--- config.mk ---
export PLATFORM = sky130hd
export DESIGN_NAME = ctsb_core
export DESIGN_NICKNAME = d
export VERILOG_FILES = /design/src/core/ctsb_pkg.sv /design/src/core/ctsb_core.sv /design/src/core/ctsb_shift_unit.sv
export VERILOG_INCLUDE_DIRS = /design/src /design/src/core
export SDC_FILE = /design/constraint.sdc
export NUM_CORES = 1
export LEC_CHECK = 0
export BUFFER_PORTS_ARGS = -buffer_cell sky130_fd_sc_hd__buf_4
export CORE_MARGIN = 4
export CORE_UTILIZATION = 29
export DETAILED_ROUTE_END_ITERATION = 12
export GPL_ROUTABILITY_DRIVEN = 0
export PLACE_DENSITY_LB_ADDON = 0.1
export SETUP_SLACK_MARGIN = 0.3
export SYNTH_ARGS = -nofsm -noshare
export SYNTH_HDL_FRONTEND = slang
export SYNTH_SLANG_ARGS = --single-unit
--- constraint.sdc ---
create_clock -name clk -period 3.85 [get_ports clk]
set_input_delay 0.1925 -clock clk [delete_from_list [all_inputs] [get_ports clk]]
set_output_delay 0.1925 -clock clk [all_outputs]
set_load 0.05 [all_outputs]
--- src/core/ctsb_regs.svh ---
// offsets, field positions, reset values and cycle counts for the transfer/shift/bit unit
`ifndef CTSB_REGS_SVH
`define CTSB_REGS_SVH
`define CTSB_ADR_CTRL      4'h0
`define CTSB_ADR_OPERAND   4'h1
`define CTSB_ADR_STATUS    4'h2
`define CTSB_ADR_RESULT    4'h3
`define CTSB_ADR_POINTER   4'h4
`define CTSB_ADR_IODATA    4'h5
`define CTSB_ADR_PMEM      4'h6
`define CTSB_ADR_STACK     4'h7
`define CTSB_ADR_FLAGS     4'h8
`define CTSB_CTRL_GO       8
`define CTSB_CTRL_OP_LSB   0
`define CTSB_CTRL_BIT_LSB  4
`define CTSB_FLAG_C        0
`define CTSB_FLAG_Z        1
`define CTSB_FLAG_N        2
`define CTSB_FLAG_V        3
`define CTSB_FLAG_S        4
`define CTSB_FLAG_T        6
`define CTSB_STAT_BUSY     0
`define CTSB_STAT_DONE     1
`define CTSB_FLAGS_RST     8'h00
`define CTSB_BYTE_RST      8'h00
`define CTSB_PTR_RST       16'h0000
`define CTSB_CYC_PMEM      3
`define CTSB_CYC_STACK     2
`define CTSB_CYC_ONE       1
`endif

--- src/core/ctsb_pkg.sv ---
// types for the transfer/shift/bit unit
package ctsb_pkg;
    typedef enum logic [3:0] {
        CTSB_OP_PMEM_LOAD  = 4'h0,
        CTSB_OP_PUSH       = 4'h1,
        CTSB_OP_POP        = 4'h2,
        CTSB_OP_IO_RAISE   = 4'h3,
        CTSB_OP_IO_LOWER   = 4'h4,
        CTSB_OP_LSL        = 4'h5,
        CTSB_OP_LSR        = 4'h6,
        CTSB_OP_ROL        = 4'h7,
        CTSB_OP_ROR        = 4'h8,
        CTSB_OP_ASR        = 4'h9,
        CTSB_OP_SWAP       = 4'ha,
        CTSB_OP_TO_T       = 4'hb,
        CTSB_OP_FROM_T     = 4'hc,
        CTSB_OP_CLR_S      = 4'hd
    } ctsb_op_e;
    typedef enum logic [1:0] {
        CTSB_IDLE  = 2'b00,
        CTSB_EXEC  = 2'b01,
        CTSB_LAST  = 2'b11
    } ctsb_state_e;
endpackage

--- src/core/ctsb_core.sv ---
// wishbone-reached execution unit for transfer, stack, io-bit, shift and flag-bit operations
// Overview of operation
// - pmem byte load copies byte at pointer, then increments pointer, 3 cycles, flags kept.
// - push writes source byte to stack, flags kept, 2 cycles.
// - pop loads destination from stack, flags kept, 2 cycles.
// - io bit raise sets chosen io bit, other bits and flags kept.
// - io bit lower clears chosen io bit, other bits and flags kept.
// - left shift moves bits up, zero into bit 0, updates z c n v.
// - right shift moves bits down, zero into bit 7, updates z c n v.
// - left rotate puts old carry in bit 0, bit 7 to carry.
// - right rotate puts old carry in bit 7, bit 0 to carry.
// - arithmetic right shift keeps bit 7, updates z c n v.
// - nibble exchange swaps halves, flags kept.
// - bit to transfer flag copies chosen source bit into t only.
// - transfer flag to bit copies t into chosen bit, flags kept.
// - signed-test clear sets s to zero, others untouched.
//
// Local design decisions: register access over Wishbone and the placing of the registers.
`timescale 1ns/100ps
`include "ctsb_regs.svh"
module ctsb_core
    import ctsb_pkg::*;
(
    input  wire logic        clk,
    input  wire logic        sys_rst,
    input  wire logic        wb_cyc_i,
    input  wire logic        wb_stb_i,
    input  wire logic        wb_we_i,
    input  wire logic [3:0]  wb_adr_i,
    input  wire logic [3:0]  wb_sel_i,
    input  wire logic [31:0] wb_dat_i,
    output logic      [31:0] wb_dat_o,
    output logic             wb_ack_o
);
    logic [3:0]  opQ;
    logic [2:0]  bitSelQ;
    logic [7:0]  operandQ;
    logic [7:0]  resultQ;
    logic [7:0]  flagsQ;
    logic [15:0] pointerQ;
    logic [7:0]  ioDataQ;
    logic [7:0]  pmemByteQ;
    logic [7:0]  stackByteQ;
    logic        doneQ;
    logic [1:0]  cycCntQ;
    ctsb_state_e stateQ;
    logic        ackQ;
    logic        wbReq;
    logic        wrStb;
    logic        goReq;
    logic [7:0]  shiftRes;
    logic [7:0]  shiftFlags;
    logic        busy;

    // one-hot of a bit index, used by io and t-bit operations
    function automatic logic [7:0] bitMask(input logic [2:0] idx);
        bitMask = 8'h01 << idx;
    endfunction

    // cycles an operation occupies
    function automatic logic [1:0] opCycles(input logic [3:0] op);
        if (op == CTSB_OP_PMEM_LOAD) begin
            opCycles = 2'(`CTSB_CYC_PMEM);
        end else if (op == CTSB_OP_PUSH || op == CTSB_OP_POP) begin
            opCycles = 2'(`CTSB_CYC_STACK);
        end else begin
            opCycles = 2'(`CTSB_CYC_ONE);
        end
    endfunction

    ctsb_shift_unit shifter (
        .op       (ctsb_op_e'(opQ)),
        .operand  (operandQ),
        .flagsIn  (flagsQ),
        .result   (shiftRes),
        .flagsOut (shiftFlags)
    );

    // bus decode; ack one cycle after strobe, dropped the following cycle
    assign wbReq = wb_cyc_i && wb_stb_i && !ackQ;
    // writes land on the edge that sees ack high, while the master still holds the request
    assign wrStb = wb_cyc_i && wb_stb_i && ackQ && wb_we_i && wb_sel_i[0];
    assign busy  = (stateQ != CTSB_IDLE);
    assign goReq = wrStb && (wb_adr_i == `CTSB_ADR_CTRL) && wb_sel_i[1] &&
                   wb_dat_i[`CTSB_CTRL_GO] && !busy;
    assign wb_ack_o = ackQ;

    always_ff @(posedge clk) begin
        if (sys_rst) begin
            ackQ <= 1'b0;
        end else begin
            ackQ <= wbReq;
        end
    end

    // read mux registered so data comes from flip-flops
    always_ff @(posedge clk) begin
        if (sys_rst) begin
            wb_dat_o <= 32'h0000_0000;
        end else if (wbReq && !wb_we_i) begin
            unique case (wb_adr_i)
                `CTSB_ADR_CTRL:    wb_dat_o <= {25'h0, bitSelQ, opQ};
                `CTSB_ADR_OPERAND: wb_dat_o <= {24'h0, operandQ};
                `CTSB_ADR_STATUS:  wb_dat_o <= {30'h0, doneQ, busy};
                `CTSB_ADR_RESULT:  wb_dat_o <= {24'h0, resultQ};
                `CTSB_ADR_POINTER: wb_dat_o <= {16'h0, pointerQ};
                `CTSB_ADR_IODATA:  wb_dat_o <= {24'h0, ioDataQ};
                `CTSB_ADR_PMEM:    wb_dat_o <= {24'h0, pmemByteQ};
                `CTSB_ADR_STACK:   wb_dat_o <= {24'h0, stackByteQ};
                `CTSB_ADR_FLAGS:   wb_dat_o <= {24'h0, flagsQ};
                default:           wb_dat_o <= 32'h0000_0000;
            endcase
        end
    end

    // operation select and operand registers
    always_ff @(posedge clk) begin
        if (sys_rst) begin
            opQ      <= 4'h0;
            bitSelQ  <= 3'h0;
            operandQ <= `CTSB_BYTE_RST;
        end else if (goReq) begin
            opQ     <= wb_dat_i[`CTSB_CTRL_OP_LSB +: 4];
            bitSelQ <= wb_dat_i[`CTSB_CTRL_BIT_LSB +: 3];
        end else if (wrStb && !busy && wb_adr_i == `CTSB_ADR_OPERAND) begin
            operandQ <= wb_dat_i[7:0];
        end
    end

    // sequencer: idle, execute, last cycle
    always_ff @(posedge clk) begin
        if (sys_rst) begin
            stateQ  <= CTSB_IDLE;
            cycCntQ <= 2'h0;
        end else begin
            unique case (stateQ)
                CTSB_IDLE: begin
                    if (goReq) begin
                        cycCntQ <= opCycles(wb_dat_i[3:0]) - 2'h1;
                        stateQ  <= (opCycles(wb_dat_i[3:0]) == 2'h1) ? CTSB_LAST : CTSB_EXEC;
                    end
                end
                CTSB_EXEC: begin
                    cycCntQ <= cycCntQ - 2'h1;
                    if (cycCntQ == 2'h1) begin
                        stateQ <= CTSB_LAST;
                    end
                end
                CTSB_LAST: begin
                    stateQ <= CTSB_IDLE;
                end
                default: begin
                    stateQ <= CTSB_IDLE;
                end
            endcase
        end
    end

    // done is sticky until the next start; a finish wins over a simultaneous start
    always_ff @(posedge clk) begin
        if (sys_rst) begin
            doneQ <= 1'b0;
        end else if (stateQ == CTSB_LAST) begin
            doneQ <= 1'b1;
        end else if (goReq) begin
            doneQ <= 1'b0;
        end
    end

    // datapath commit in the final cycle only, so a write while busy cannot tear it
    always_ff @(posedge clk) begin
        if (sys_rst) begin
            resultQ    <= `CTSB_BYTE_RST;
            flagsQ     <= `CTSB_FLAGS_RST;
            pointerQ   <= `CTSB_PTR_RST;
            ioDataQ    <= `CTSB_BYTE_RST;
            pmemByteQ  <= `CTSB_BYTE_RST;
            stackByteQ <= `CTSB_BYTE_RST;
        end else if (stateQ == CTSB_LAST) begin
            unique case (ctsb_op_e'(opQ))
                CTSB_OP_PMEM_LOAD: begin
                    resultQ  <= pmemByteQ;
                    pointerQ <= pointerQ + 16'h0001;
                end
                CTSB_OP_PUSH:     stackByteQ <= operandQ;
                CTSB_OP_POP:      resultQ <= stackByteQ;
                CTSB_OP_IO_RAISE: ioDataQ <= ioDataQ | bitMask(bitSelQ);
                CTSB_OP_IO_LOWER: ioDataQ <= ioDataQ & ~bitMask(bitSelQ);
                CTSB_OP_TO_T:     flagsQ[`CTSB_FLAG_T] <= operandQ[bitSelQ];
                CTSB_OP_FROM_T: begin
                    resultQ <= flagsQ[`CTSB_FLAG_T] ? (operandQ | bitMask(bitSelQ))
                                                    : (operandQ & ~bitMask(bitSelQ));
                end
                CTSB_OP_CLR_S:    flagsQ[`CTSB_FLAG_S] <= 1'b0;
                CTSB_OP_LSL, CTSB_OP_LSR, CTSB_OP_ROL, CTSB_OP_ROR, CTSB_OP_ASR, CTSB_OP_SWAP: begin
                    resultQ <= shiftRes;
                    flagsQ  <= shiftFlags;
                end
                default: begin
                    resultQ <= resultQ;
                end
            endcase
        end else if (wrStb && !busy) begin
            unique case (wb_adr_i)
                `CTSB_ADR_POINTER: pointerQ   <= wb_dat_i[15:0];
                `CTSB_ADR_IODATA:  ioDataQ    <= wb_dat_i[7:0];
                `CTSB_ADR_PMEM:    pmemByteQ  <= wb_dat_i[7:0];
                `CTSB_ADR_STACK:   stackByteQ <= wb_dat_i[7:0];
                `CTSB_ADR_FLAGS:   flagsQ     <= wb_dat_i[7:0];
                default:           flagsQ     <= flagsQ;
            endcase
        end
    end

    // helper: opcode of the last op started
    logic [3:0] startOpQ;
    always_ff @(posedge clk) begin
        if (sys_rst) begin
            startOpQ <= 4'h0;
        end else if (goReq) begin
            startOpQ <= wb_dat_i[3:0];
        end
    end

    chk_pmem_three_cycles: assert property (@(posedge clk) disable iff (sys_rst)
        goReq && wb_dat_i[3:0] == 4'h0 |=> stateQ == CTSB_EXEC ##1 stateQ == CTSB_EXEC ##1 stateQ == CTSB_LAST)
        else $error("pmem load not three cycles");
    chk_pmem_ptr_inc: assert property (@(posedge clk) disable iff (sys_rst)
        stateQ == CTSB_LAST && opQ == 4'h0 |=> pointerQ == $past(pointerQ) + 16'h0001 && resultQ == $past(pmemByteQ))
        else $error("pmem load pointer or data wrong");
    chk_push_two_cycles: assert property (@(posedge clk) disable iff (sys_rst)
        goReq && wb_dat_i[3:0] == 4'h1 |=> stateQ == CTSB_EXEC ##1 stateQ == CTSB_LAST ##1 stackByteQ == $past(operandQ) && $stable(flagsQ))
        else $error("push wrong");
    chk_pop_data: assert property (@(posedge clk) disable iff (sys_rst)
        stateQ == CTSB_LAST && opQ == 4'h2 |=> resultQ == $past(stackByteQ) && flagsQ == $past(flagsQ))
        else $error("pop wrong");
    chk_io_raise_bit: assert property (@(posedge clk) disable iff (sys_rst)
        stateQ == CTSB_LAST && opQ == 4'h3 |=> ioDataQ == ($past(ioDataQ) | (8'h01 << $past(bitSelQ))))
        else $error("io raise wrong");
    chk_io_lower_bit: assert property (@(posedge clk) disable iff (sys_rst)
        stateQ == CTSB_LAST && opQ == 4'h4 |=> ioDataQ == ($past(ioDataQ) & ~(8'h01 << $past(bitSelQ))))
        else $error("io lower wrong");
    chk_lsl_result: assert property (@(posedge clk) disable iff (sys_rst)
        stateQ == CTSB_LAST && opQ == 4'h5 |=> resultQ == {$past(operandQ[6:0]), 1'b0} && flagsQ[0] == $past(operandQ[7]))
        else $error("left shift wrong");
    chk_lsr_result: assert property (@(posedge clk) disable iff (sys_rst)
        stateQ == CTSB_LAST && opQ == 4'h6 |=> resultQ == {1'b0, $past(operandQ[7:1])} && flagsQ[0] == $past(operandQ[0]))
        else $error("right shift wrong");
    chk_rol_result: assert property (@(posedge clk) disable iff (sys_rst)
        stateQ == CTSB_LAST && opQ == 4'h7 |=> resultQ == {$past(operandQ[6:0]), $past(flagsQ[0])})
        else $error("left rotate wrong");
    chk_ror_result: assert property (@(posedge clk) disable iff (sys_rst)
        stateQ == CTSB_LAST && opQ == 4'h8 |=> resultQ == {$past(flagsQ[0]), $past(operandQ[7:1])})
        else $error("right rotate wrong");
    chk_asr_sign: assert property (@(posedge clk) disable iff (sys_rst)
        stateQ == CTSB_LAST && opQ == 4'h9 |=> resultQ[7] == $past(operandQ[7]) && resultQ[6:0] == $past(operandQ[7:1]))
        else $error("arith shift wrong");
    chk_swap_flags: assert property (@(posedge clk) disable iff (sys_rst)
        stateQ == CTSB_LAST && opQ == 4'ha |=> resultQ == {$past(operandQ[3:0]), $past(operandQ[7:4])} && $stable(flagsQ))
        else $error("swap wrong");
    chk_t_store: assert property (@(posedge clk) disable iff (sys_rst)
        stateQ == CTSB_LAST && opQ == 4'hb |=> flagsQ[6] == $past(operandQ[bitSelQ]) && flagsQ[5:0] == $past(flagsQ[5:0]))
        else $error("t store wrong");
    chk_t_load: assert property (@(posedge clk) disable iff (sys_rst)
        stateQ == CTSB_LAST && opQ == 4'hc |=> resultQ[$past(bitSelQ)] == $past(flagsQ[6]) && $stable(flagsQ))
        else $error("t load wrong");
    chk_s_clear: assert property (@(posedge clk) disable iff (sys_rst)
        stateQ == CTSB_LAST && opQ == 4'hd |=> !flagsQ[4] && flagsQ[3:0] == $past(flagsQ[3:0]))
        else $error("s clear wrong");
    chk_busy_blocks: assert property (@(posedge clk) disable iff (sys_rst)
        busy && wrStb |=> startOpQ == $past(startOpQ))
        else $error("start taken while busy");
endmodule

--- src/core/ctsb_shift_unit.sv ---
// combinational shift, rotate and nibble-exchange unit with flag results
`timescale 1ns/100ps
`include "ctsb_regs.svh"
module ctsb_shift_unit
    import ctsb_pkg::*;
(
    input  wire ctsb_op_e   op,
    input  wire logic [7:0] operand,
    input  wire logic [7:0] flagsIn,
    output logic      [7:0] result,
    output logic      [7:0] flagsOut
);
    logic carryOut;
    // result and carry per shift kind
    always_comb begin
        result   = operand;
        carryOut = flagsIn[`CTSB_FLAG_C];
        unique case (op)
            CTSB_OP_LSL: begin
                result   = {operand[6:0], 1'b0};
                carryOut = operand[7];
            end
            CTSB_OP_LSR: begin
                result   = {1'b0, operand[7:1]};
                carryOut = operand[0];
            end
            CTSB_OP_ROL: begin
                result   = {operand[6:0], flagsIn[`CTSB_FLAG_C]};
                carryOut = operand[7];
            end
            CTSB_OP_ROR: begin
                result   = {flagsIn[`CTSB_FLAG_C], operand[7:1]};
                carryOut = operand[0];
            end
            CTSB_OP_ASR: begin
                result   = {operand[7], operand[7:1]};
                carryOut = operand[0];
            end
            CTSB_OP_SWAP: begin
                result   = {operand[3:0], operand[7:4]};
            end
            default: begin
                result   = operand;
            end
        endcase
    end
    // flag update; v is n xor c, s is n xor v as the core defines them
    always_comb begin
        flagsOut = flagsIn;
        if (op == CTSB_OP_LSL || op == CTSB_OP_LSR || op == CTSB_OP_ROL ||
            op == CTSB_OP_ROR || op == CTSB_OP_ASR) begin
            flagsOut[`CTSB_FLAG_C] = carryOut;
            flagsOut[`CTSB_FLAG_Z] = (result == 8'h00);
            flagsOut[`CTSB_FLAG_N] = result[7];
            flagsOut[`CTSB_FLAG_V] = result[7] ^ carryOut;
            flagsOut[`CTSB_FLAG_S] = carryOut;
        end
    end
endmodule

==> results of run 1 <==
cell families (layout without fill, tap and decap cells):
kind of cell	count (synthesis)	after routing	synth area share (%)
AOI/OAI and AO/OA	225	225	25.95
xor gates and xnor gates	1	1	0.1486
adders and majority gates	2	2	0.4243
buffers and inverters	102	82	8.063
DFF	93	93	31.57
muxes	59	59	11.25
other	1	16	0.06359
and+or+nand+nor	260	260	22.53
where the power goes:
part | leakage (nW) | internal (W) | switching, W
logic | 1.44 | 0.0000374 | 0.000122
clock network | 0.153 | 0.000573 | 0.000426
registers | 0.749 | 0.000963 | 0.00000148
worst max-delay path: cells and delay by family (launching register included):
| family | cells | cell delay (ns) |
|---|---|---|
| AOI/OAI and AO/OA | 3 | 1.00 |
| DFF | 1 | 0.53 |
| and+or+nand+nor | 2 | 0.43 |
| buffers and inverters | 2 | 0.51 |
worst max-delay path by stage:
stage	startpoint	endpoint	slack (ns)
2_1_floorplan	wb_ack_o$_SDFF_PP0_	register	1.70
3_3_place_gp	opQ[3]$_SDFFE_PP0P_	pointerQ[12]$_SDFFE_PP0P_	1.28
3_5_place_dp	opQ[3]$_SDFFE_PP0P_	pointerQ[12]$_SDFFE_PP0P_	1.29
4_1_cts	opQ[3]$_SDFFE_PP0P_	pointerQ[12]$_SDFFE_PP0P_	1.28
5_1_grt	stateQ[0]$_SDFFE_PP0P_	stackByteQ[5]$_SDFFE_PP0P_	1.08
6_report	opQ[3]$_SDFFE_PP0P_	pointerQ[12]$_SDFFE_PP0P_	1.27
synth_stat cells, drive strengths merged, types with 4 or more instances:
library cell	count
nand2	64
nand3b	6
and2	5
a31oi	5
a311oi	14
nand4	16
o31ai	9
clkbuf	49
mux2i	49
o2111ai	4
a21oi	64
nand2b	10
or4	4
a221o	6
o21ai	43
mux2	5
buf	40
a22oi	9
nor2b	11
a221oi	5
o21a	5
mux4	5
or2	6
o221ai	9
nor3	19
nor2	63
inv	13
nand3	30
dfxtp	93
and3b	4
and4	4
o311ai	5
nor3b	6
a211oi	14
per-layer routing:
metal	global-route usage [%]	routed length [µm]
met1	27.36	10310
met2	29.40	9904
met3	3.462	1247
met4	6.482	490
met5	0	0
area by class of cell:
| type | count | area (µm²) |
|---|---|---|
| clock buffer | 9 | 225.2 |
| sequential | 93 | 1862 |
| tap | 265 | 331.6 |
| fill | 2107 | 13140 |
| clock inverter | 6 | 93.84 |
| timing repair buffer | 54 | 405.4 |
| multi-input combinational | 563 | 3616 |
| inverter | 13 | 48.80 |
sequential cells by signal (all words and copies together) (netlist names), named ones only:
| name | count |
|---|---|
| bitSelQ | 3 |
| wb_ack_o | 1 |
| resultQ | 8 |
| operandQ | 8 |
| cycCntQ | 2 |
| stateQ | 2 |
| stackByteQ | 8 |
| flagsQ | 8 |
| pointerQ | 16 |
| pmemByteQ | 8 |
| opQ | 4 |
| wb_dat_o | 16 |
| doneQ | 1 |
metrics by stage:
step	cells	instance area, µm²	hold WS, ns
finish	1003	6583	0.1027
global route	1003	6583	0.1028
CTS	1003	6583	0.08942
detailed placement	988	6264	0.4488
global placement	988	6264	0.4430
floorplan	758	5953	0.3324
cell usage in the layout, fill, tap and decap left out, types with 4 or more instances in the layout:
cell,n
o31ai_1,8
or2_2,5
buf_4,54
clkbuf_16,9
conb_1,16
o221ai_1,9
nand3_1,30
and2_1,5
a311oi_1,14
nor2b_1,11
nor3_1,18
nand4_1,16
nand2_1,64
nor2_1,63
mux2i_1,49
and4_1,4
a221oi_1,5
o21a_1,5
nand2b_1,10
nor3b_1,5
a211oi_1,13
a31oi_1,5
mux2_2,5
o21ai_0,43
dfxtp_1,93
o311ai_0,4
o2111ai_1,4
a22oi_1,8
mux4_2,4
nand3b_1,6
a21oi_1,64
inv_1,13
a221o_1,6
and3b_1,4
==> run summary, run 1 <==
Initial core utilization - 29.91%
F_max - 388.2 MHz
Actual slew at the worst max-slew pin - 1.152 ns
Hold Path Origin - wb_stb_i
Initial antenna violation count - 0
Async set-or-reset flop fraction in the synthesized netlist - 0%
EDFF count, synth - 0
Resized cells post-CTS - 0
Num CTS Buffers - 9
Worst-Skew Late Latency - 0.36 ns
Outcome - complete, no violations
R2R depth - 7
Worst r2r src - opQ[3]$_SDFFE_PP0P_
Residual DRC - 0
Number of global-route vias before repair - 5333
Worst IR Drop VDD - 0.1975 mV
Final worst path period share - 66.92%
Critical Path Max Stage Delay - 0.54 ns
Die width - 150.6 µm
Post-synthesis cell type count - 77
Slew Limit Fails - 0
Die Y-Extent - 150.6 µm
Cell mode on critical path - buf_4
FP Rows - 51
Drt pass-1 iters - 7
Crit path DAT - 2.86 ns
Clock sinks - 93
Unrepaired setup endpoints after global routing - false
TritonCTS clock tree - yes
Worst Hold Class - in2reg
Min-Delay Endpoint - wb_ack_o$_SDFF_PP0_
Pin count of the biggest net entering global routing - 72
Final Util - 33.38%
# H-tree levels - 3
Seq/Total Area, Yosys - 31.57%
Grt ovf - 0
Final WS setup - 1.274 ns
Yosys warning count - 0
Synthesized area per cell - 7.937 µm²
Post-CTS repair timing setup buffer count - 0
Lkg Pwr - 2.345 nW
Mean number of vias per cell - 5.771
Synth Flop Type - dfxtp_1
Worst-path fanout max - 21
Yosys top cell area share - 31.57%
Final setup vio count - 0
Antenna Cells - 0
Max Buffers Root-to-Sink - 2
Worst-path clk slew - 0.07 ns
End of the worst register-to-register path - pointerQ[12]$_SDFFE_PP0P_
Cell taking the most area after synthesis - dfxtp_1
Area contributors post-synth - dfxtp_1 32%, mux2i_1 8.3%, a21oi_1 5.4%
Worst clock skew - 0.01163 ns
Post-synthesis cell area - 5897 µm²
Die area - 22680 µm²
Synth-to-Final Area Change - 11.63%
CP max stage cell - a21o_1
Synthesized instance count - 743
Hold Path Stages - 3
Seq cells post-synth - 93
TNS Setup - 0 ns
I/O pins - 78
Post-route ant nets - 0
Overall power - 0.002123 W
Max Cap Viol - 0
Drt first-iter violations - 593
Final min period - 2.576 ns
Ratio of cells with drive above 1 in the final layout - 12.60%
Class of the most critical setup path - reg2reg
Hold Buf Count CTS - 0
Pre-CTS WS - 1.286 ns
DR WL/cell - 21.89 µm
Final hold violation count - 0
Relative slew margins - 23.17%
Port Buffer Count - 43
CP required - 4.13 ns
PwrDens - 322.5 nW/µm²
CP Capture Type - register
DR vias - 5788
Total GRT Usage - 19.26%
Clock root buffer master - clkbuf_16
CP cell instances - buf_4, nand3b_1, nor3_1, buf_4, a21o_1, o221ai_1, a211oi_1
Crit start category - register
FF-to-FF setup slack - 1.27 ns
First-pass GRT wire length - 33110 µm
Total Wirelength - 21950 µm
Detailed placer's ending HPWL - 15590 µm
CORE AREA - 19720 µm²
Nets - 781
Power figures use the tool's default switching activity.
==> run 2, diff against run 1 <==
==> constraint.sdc (replaced) <==
create_clock -name clk -period 2.5 [get_ports clk]
set_input_delay 0.125 -clock clk [delete_from_list [all_inputs] [get_ports clk]]
set_output_delay 0.125 -clock clk [all_outputs]
set_load 0.05 [all_outputs]
==> run 2 against run 1 <==
  * Die area stayed put
  * Power is 49% higher
  * Cell count is 2.4% higher
  * Cell area is 2.5% higher
  * Flip-flop and latch count stayed put
  * Sequential power is 55% higher
  * Setup slack worse by 0.85 ns
==> run summary, run 2 (synthesis results as in run 1) <==
Grt ovf - 0
Die Y-Extent - 150.6 µm
Clock root buffer master - clkbuf_16
Detailed placer's ending HPWL - 16030 µm
Die width - 150.6 µm
Clock sinks - 93
Hold Path Stages - 3
Initial core utilization - 29.91%
Mean number of vias per cell - 5.668
Top Registers - pointerQ (16), wb_dat_o (16)
Relative slew margins - 61.83%
I/O pins - 78
Synth-to-Final Area Change - 14.47%
Worst-path fanout max - 12
Worst Hold Class - in2reg
Class of the most critical setup path - reg2reg
Number of global-route vias before repair - 5423
First-pass GRT wire length - 33650 µm
Total Wirelength - 22040 µm
Num CTS Buffers - 9
Fillers - 2076
Slew Limit Fails - 0
DR vias - 5821
Ratio of cells with drive above 1 in the final layout - 15.62%
Min-Delay Endpoint - wb_ack_o$_SDFF_PP0_
PwrDens - 468.5 nW/µm²
Final hold violation count - 0
Total GRT Usage - 19.58%
Residual DRC - 0
Antenna Cells - 0
TNS Setup - 0 ns
Lkg Pwr - 2.453 nW
Worst clock skew - 0.007646 ns
Max Buffers Root-to-Sink - 2
Commonest non-fill, non-tap cell in the layout - dfxtp_1
CP required - 2.78 ns
Hold Buf Count CTS - 0
Worst hold slack - 0.03716 ns
R2R depth - 5
CORE AREA - 19720 µm²
Unrepaired setup endpoints after global routing - false
DR WL/cell - 21.46 µm
Max Cap Viol - 0
TritonCTS clock tree - yes
Post-route ant nets - 0
Finished Layout Cells - 1027
FP Rows - 51
Actual slew at the worst max-slew pin - 0.5649 ns
Final setup vio count - 0
Worst r2r src - opQ[3]$_SDFFE_PP0P_
FF-to-FF setup slack - 0.42 ns
Final min period - 2.081 ns
Hold Path Origin - wb_stb_i
Crit path DAT - 2.36 ns
Final worst path period share - 83.25%
End of the worst register-to-register path - flagsQ[1]$_SDFFE_PP0P_
Initial antenna violation count - 0
Worst IR Drop VDD - 0.3111 mV
Die area - 22680 µm²
Port Buffer Count - 43
Worst-Skew Late Latency - 0.36 ns
# H-tree levels - 3
Pin count of the biggest net entering global routing - 49
Most frequent cells in the layout - 92 x dfxtp_1, 77 x buf_4, 64 x nand2_1, 64 x a21oi_1, 63 x nor2_1
Register Area - 1863 µm²
Outcome - complete, no violations
Area occupied by multi-input gates - 3627 µm²
Nets - 804
Placed cell count - 1010
F_max - 480.5 MHz
CP Capture Type - register
Worst-path clk slew - 0.07 ns
Crit start category - register
Drt pass-1 iters - 5
Drt first-iter violations - 533
[run 2: per-stage QoR]
| stage | worst slack, ns | power (W) | util, % | area, µm² |
|---|---|---|---|---|
| 3_5_place_dp | 0.3933 | 0.001765 | 32.60 | 6429 |
| 5_1_grt | 0.3065 | 0.003286 | 34.23 | 6750 |
| 2_1_floorplan | 0.3500 | 0.001694 | - | 5953 |
| 3_3_place_gp | 0.4268 | 0.001763 | 32.60 | 6429 |
| 6_report | 0.4188 | 0.003163 | 34.23 | 6750 |
| 4_1_cts | 0.3709 | 0.003206 | 34.13 | 6730 |
[run 2: power by group]
part,switching (W),internal [W],leakage [nW]
clock network,0.000651,0.000779,0.142
registers,0.00000240,0.00148,0.749
logic,0.000188,0.0000590,1.56
total,0.000842,0.00232,2.45
[run 2: worst max-delay path by stage]
stage	startpoint	to	slack (ns)	cells past startpoint
2_1_floorplan	wb_ack_o$_SDFF_PP0_	register	0.35	5
3_3_place_gp	wb_ack_o$_SDFF_PP0_	register	0.43	5
3_5_place_dp	wb_ack_o$_SDFF_PP0_	register	0.39	5
4_1_cts	wb_ack_o$_SDFF_PP0_	register	0.37	5
5_1_grt	opQ[3]$_SDFFE_PP0P_	resultQ[5]$_SDFFE_PP0P_	0.31	5
6_report	opQ[3]$_SDFFE_PP0P_	flagsQ[1]$_SDFFE_PP0P_	0.42	5
[run 2: area by class of cell]
type / instances / area share (%)
clock buffer: 9 / 3.336
timing repair buffer: 77 / 8.563
tap: 265 / 4.912
sequential: 93 / 27.60
inverter: 13 / 0.7229
multi-input combinational: 563 / 53.73
clock inverter: 7 / 1.131
[run 2: worst max-delay path, stage by stage (launching register included)]
cell	delay [ns]
dfxtp_1	0.64
and3b_1	0.37
a22oi_1	0.29
o2111ai_1	0.15
a2111o_1	0.34
a211oi_2	0.21
[run 2: layer usage]
metal  up-vias  GRT usage, %  wire, µm  part of all wire, %
met2       199         30.54     10040                   46
met1      2822         28.15     10270                   47
met4         0         5.440       435                  2.0
li1       2770             -         -                    -
met5         -             0         0                    0
met3        30         2.890      1302                  5.9
[run 2: what timing repair did]
item,4_1_cts,5_1_grt
resized for setup,0,3
endpoints found under the setup margin,0,12
setup buffers,0,1
==> run 3, diff against run 2 <==
==> constraint.sdc (replaced) <==
create_clock -name clk -period 2.05 [get_ports clk]
set_input_delay 0.1025 -clock clk [delete_from_list [all_inputs] [get_ports clk]]
set_output_delay 0.1025 -clock clk [all_outputs]
set_load 0.05 [all_outputs]
==> run 3 against run 2 <==
  * Count of clock-buffer cells in the layout up 2
  * Via count up 5.3%
  * Register-to-register slack worse by 0.19 ns
  * Cell count up 4.3%
==> run summary, run 3 (synthesis results as in run 1) <==
Post-route ant nets - 0
Worst IR Drop VDD - 0.3622 mV
Detailed placer's ending HPWL - 16410 µm
Placed cell count - 1028
DR vias - 6127
Worst-Skew Late Latency - 0.36 ns
Die area - 22680 µm²
TNS Setup - 0 ns
Die Y-Extent - 150.6 µm
Unrepaired setup endpoints after global routing - true
Worst-path clk slew - 0.07 ns
CP cell instances - or4_4, nor4b_4, a21oi_1, a2111o_1, a211oi_2
Register Area - 1904 µm²
CORE AREA - 19720 µm²
Ratio of cells with drive above 1 in the final layout - 26.09%
Crit path DAT - 2.11 ns
Worst r2r src - operandQ[1]$_SDFFE_PP0P_
Relative slew margins - 59.26%
Initial core utilization - 29.91%
FP Rows - 51
Pin count of the biggest net entering global routing - 40
End of the worst register-to-register path - flagsQ[1]$_SDFFE_PP0P_
Clock root buffer master - clkbuf_16
Final setup vio count - 0
Initial antenna violation count - 0
CP Capture Type - register
Grt ovf - 0
Commonest non-fill, non-tap cell in the layout - buf_4
Hold Path Origin - wb_cyc_i
Num CTS Buffers - 9
Mean number of vias per cell - 5.721
CP required - 2.34 ns
Max Buffers Root-to-Sink - 2
Clock sinks - 93
Worst Hold Class - in2reg
Min-Delay Endpoint - wb_ack_o$_SDFF_PP0_
Final min period - 1.821 ns
Worst-path fanout max - 3
Area occupied by multi-input gates - 3817 µm²
Hold Path Stages - 3
Die width - 150.6 µm
Final worst path period share - 88.83%
Drt first-iter violations - 581
Worst clock skew - 0.008590 ns
Class of the most critical setup path - reg2reg
Port Buffer Count - 43
PwrDens - 521.9 nW/µm²
Lkg Pwr - 2.813 nW
Top Registers - pointerQ (16), wb_dat_o (16)
Residual DRC - 0
F_max - 549.1 MHz
Finished Layout Cells - 1071
Total Wirelength - 23120 µm
Slew Limit Fails - 0
Total GRT Usage - 20.09%
CP max stage cell - or4_4
Synth-to-Final Area Change - 26.18%
Most frequent cells in the layout - 104 x buf_4, 75 x dfxtp_1, 63 x nor2_1
R2R depth - 5
FF-to-FF setup slack - 0.23 ns
I/O pins - 78
Actual slew at the worst max-slew pin - 0.6103 ns
Max Cap Viol - 0
Nets - 847
Fillers - 2040
Critical Path Max Stage Delay - 0.57 ns
Crit start category - register
First-pass GRT wire length - 34510 µm
Drt pass-1 iters - 5
Final hold violation count - 0
Number of global-route vias before repair - 5616
# H-tree levels - 3
DR WL/cell - 21.59 µm
TritonCTS clock tree - yes
Outcome - complete, no violations
-- run 3: changes by cell type in the layout (fill, tap and decap cells not counted), moves of 5 or more --
cell,before,now
buf_12,0,6
dfxtp_2,1,10
dfxtp_4,0,8
buf_6,0,6
dfxtp_1,92,75
buf_4,77,104
nor3b_1,5,0
-- run 3: worst max-delay path: cells and delay by family (launching register included) --
family / cells / cell delay [ns]
AND/OR/NAND/NOR: 2 / 0.79
flip-flops: 1 / 0.31
AO/OA/AOI/OAI: 3 / 0.66
-- run 3: per-stage QoR --
step	setup slack [ns]	hold WS, ns	area, µm²	util (%)	power, W
floorplan	0.3023	0.2355	5982	-	0.002067
global placement	0.07005	0.3689	6638	33.66	0.002159
detailed placement	0.03225	0.3819	6638	33.66	0.002159
CTS	0.2452	0.005599	7106	36.04	0.003915
global route	0.1661	0.01464	7438	37.72	0.004015
finish	0.2290	0.01350	7441	37.74	0.003884
-- run 3: cell type report --
cell class | count | area share, %
Timing Repair Buffer | 120 | 13.89
Clock buffer | 11 | 3.262
Multi-Input combinational cell | 563 | 51.30
Sequential cell | 93 | 25.59
Inverter | 13 | 0.6558
Clock inverter | 5 | 0.8071
Tap cell | 265 | 4.456
Antenna cell | 1 | 0.03363
-- run 3: repair_timing --
item	CTS	global route
cloned	1	1
pin swaps	5	20
setup buffers	3	20
setup endpoints to repair	47	56
hold buffers	1	0
resized for setup	29	55
endpoints found under the hold margin	1	0
-- run 3: worst max-delay path by stage --
stage | end | cells after the start | from
3_5_place_dp | pointerQ[2]$_SDFFE_PP0P_ | 6 | opQ[3]$_SDFFE_PP0P_
6_report | flagsQ[1]$_SDFFE_PP0P_ | 5 | operandQ[1]$_SDFFE_PP0P_
5_1_grt | flagsQ[1]$_SDFFE_PP0P_ | 5 | operandQ[1]$_SDFFE_PP0P_
4_1_cts | flagsQ[1]$_SDFFE_PP0P_ | 5 | operandQ[1]$_SDFFE_PP0P_
2_1_floorplan | resultQ[2]$_SDFFE_PP0P_ | 7 | opQ[1]$_SDFFE_PP0P_
3_3_place_gp | pointerQ[14]$_SDFFE_PP0P_ | 6 | opQ[3]$_SDFFE_PP0P_
-- run 3: where the power goes --
group	leakage [nW]	switching, W	internal, W	total [W]
logic	1.91	0.000237	0.0000822	0.000320
registers	0.761	0.00000290	0.00180	0.00180
clock network	0.146	0.000780	0.000983	0.00176
-- run 3: metal layers --
metal  routed length [µm]  GRT usage (%)
met1                10440          28.69
met2                10460          30.05
met3                 1742          3.823
met4                  481          7.389
met5                    0              0
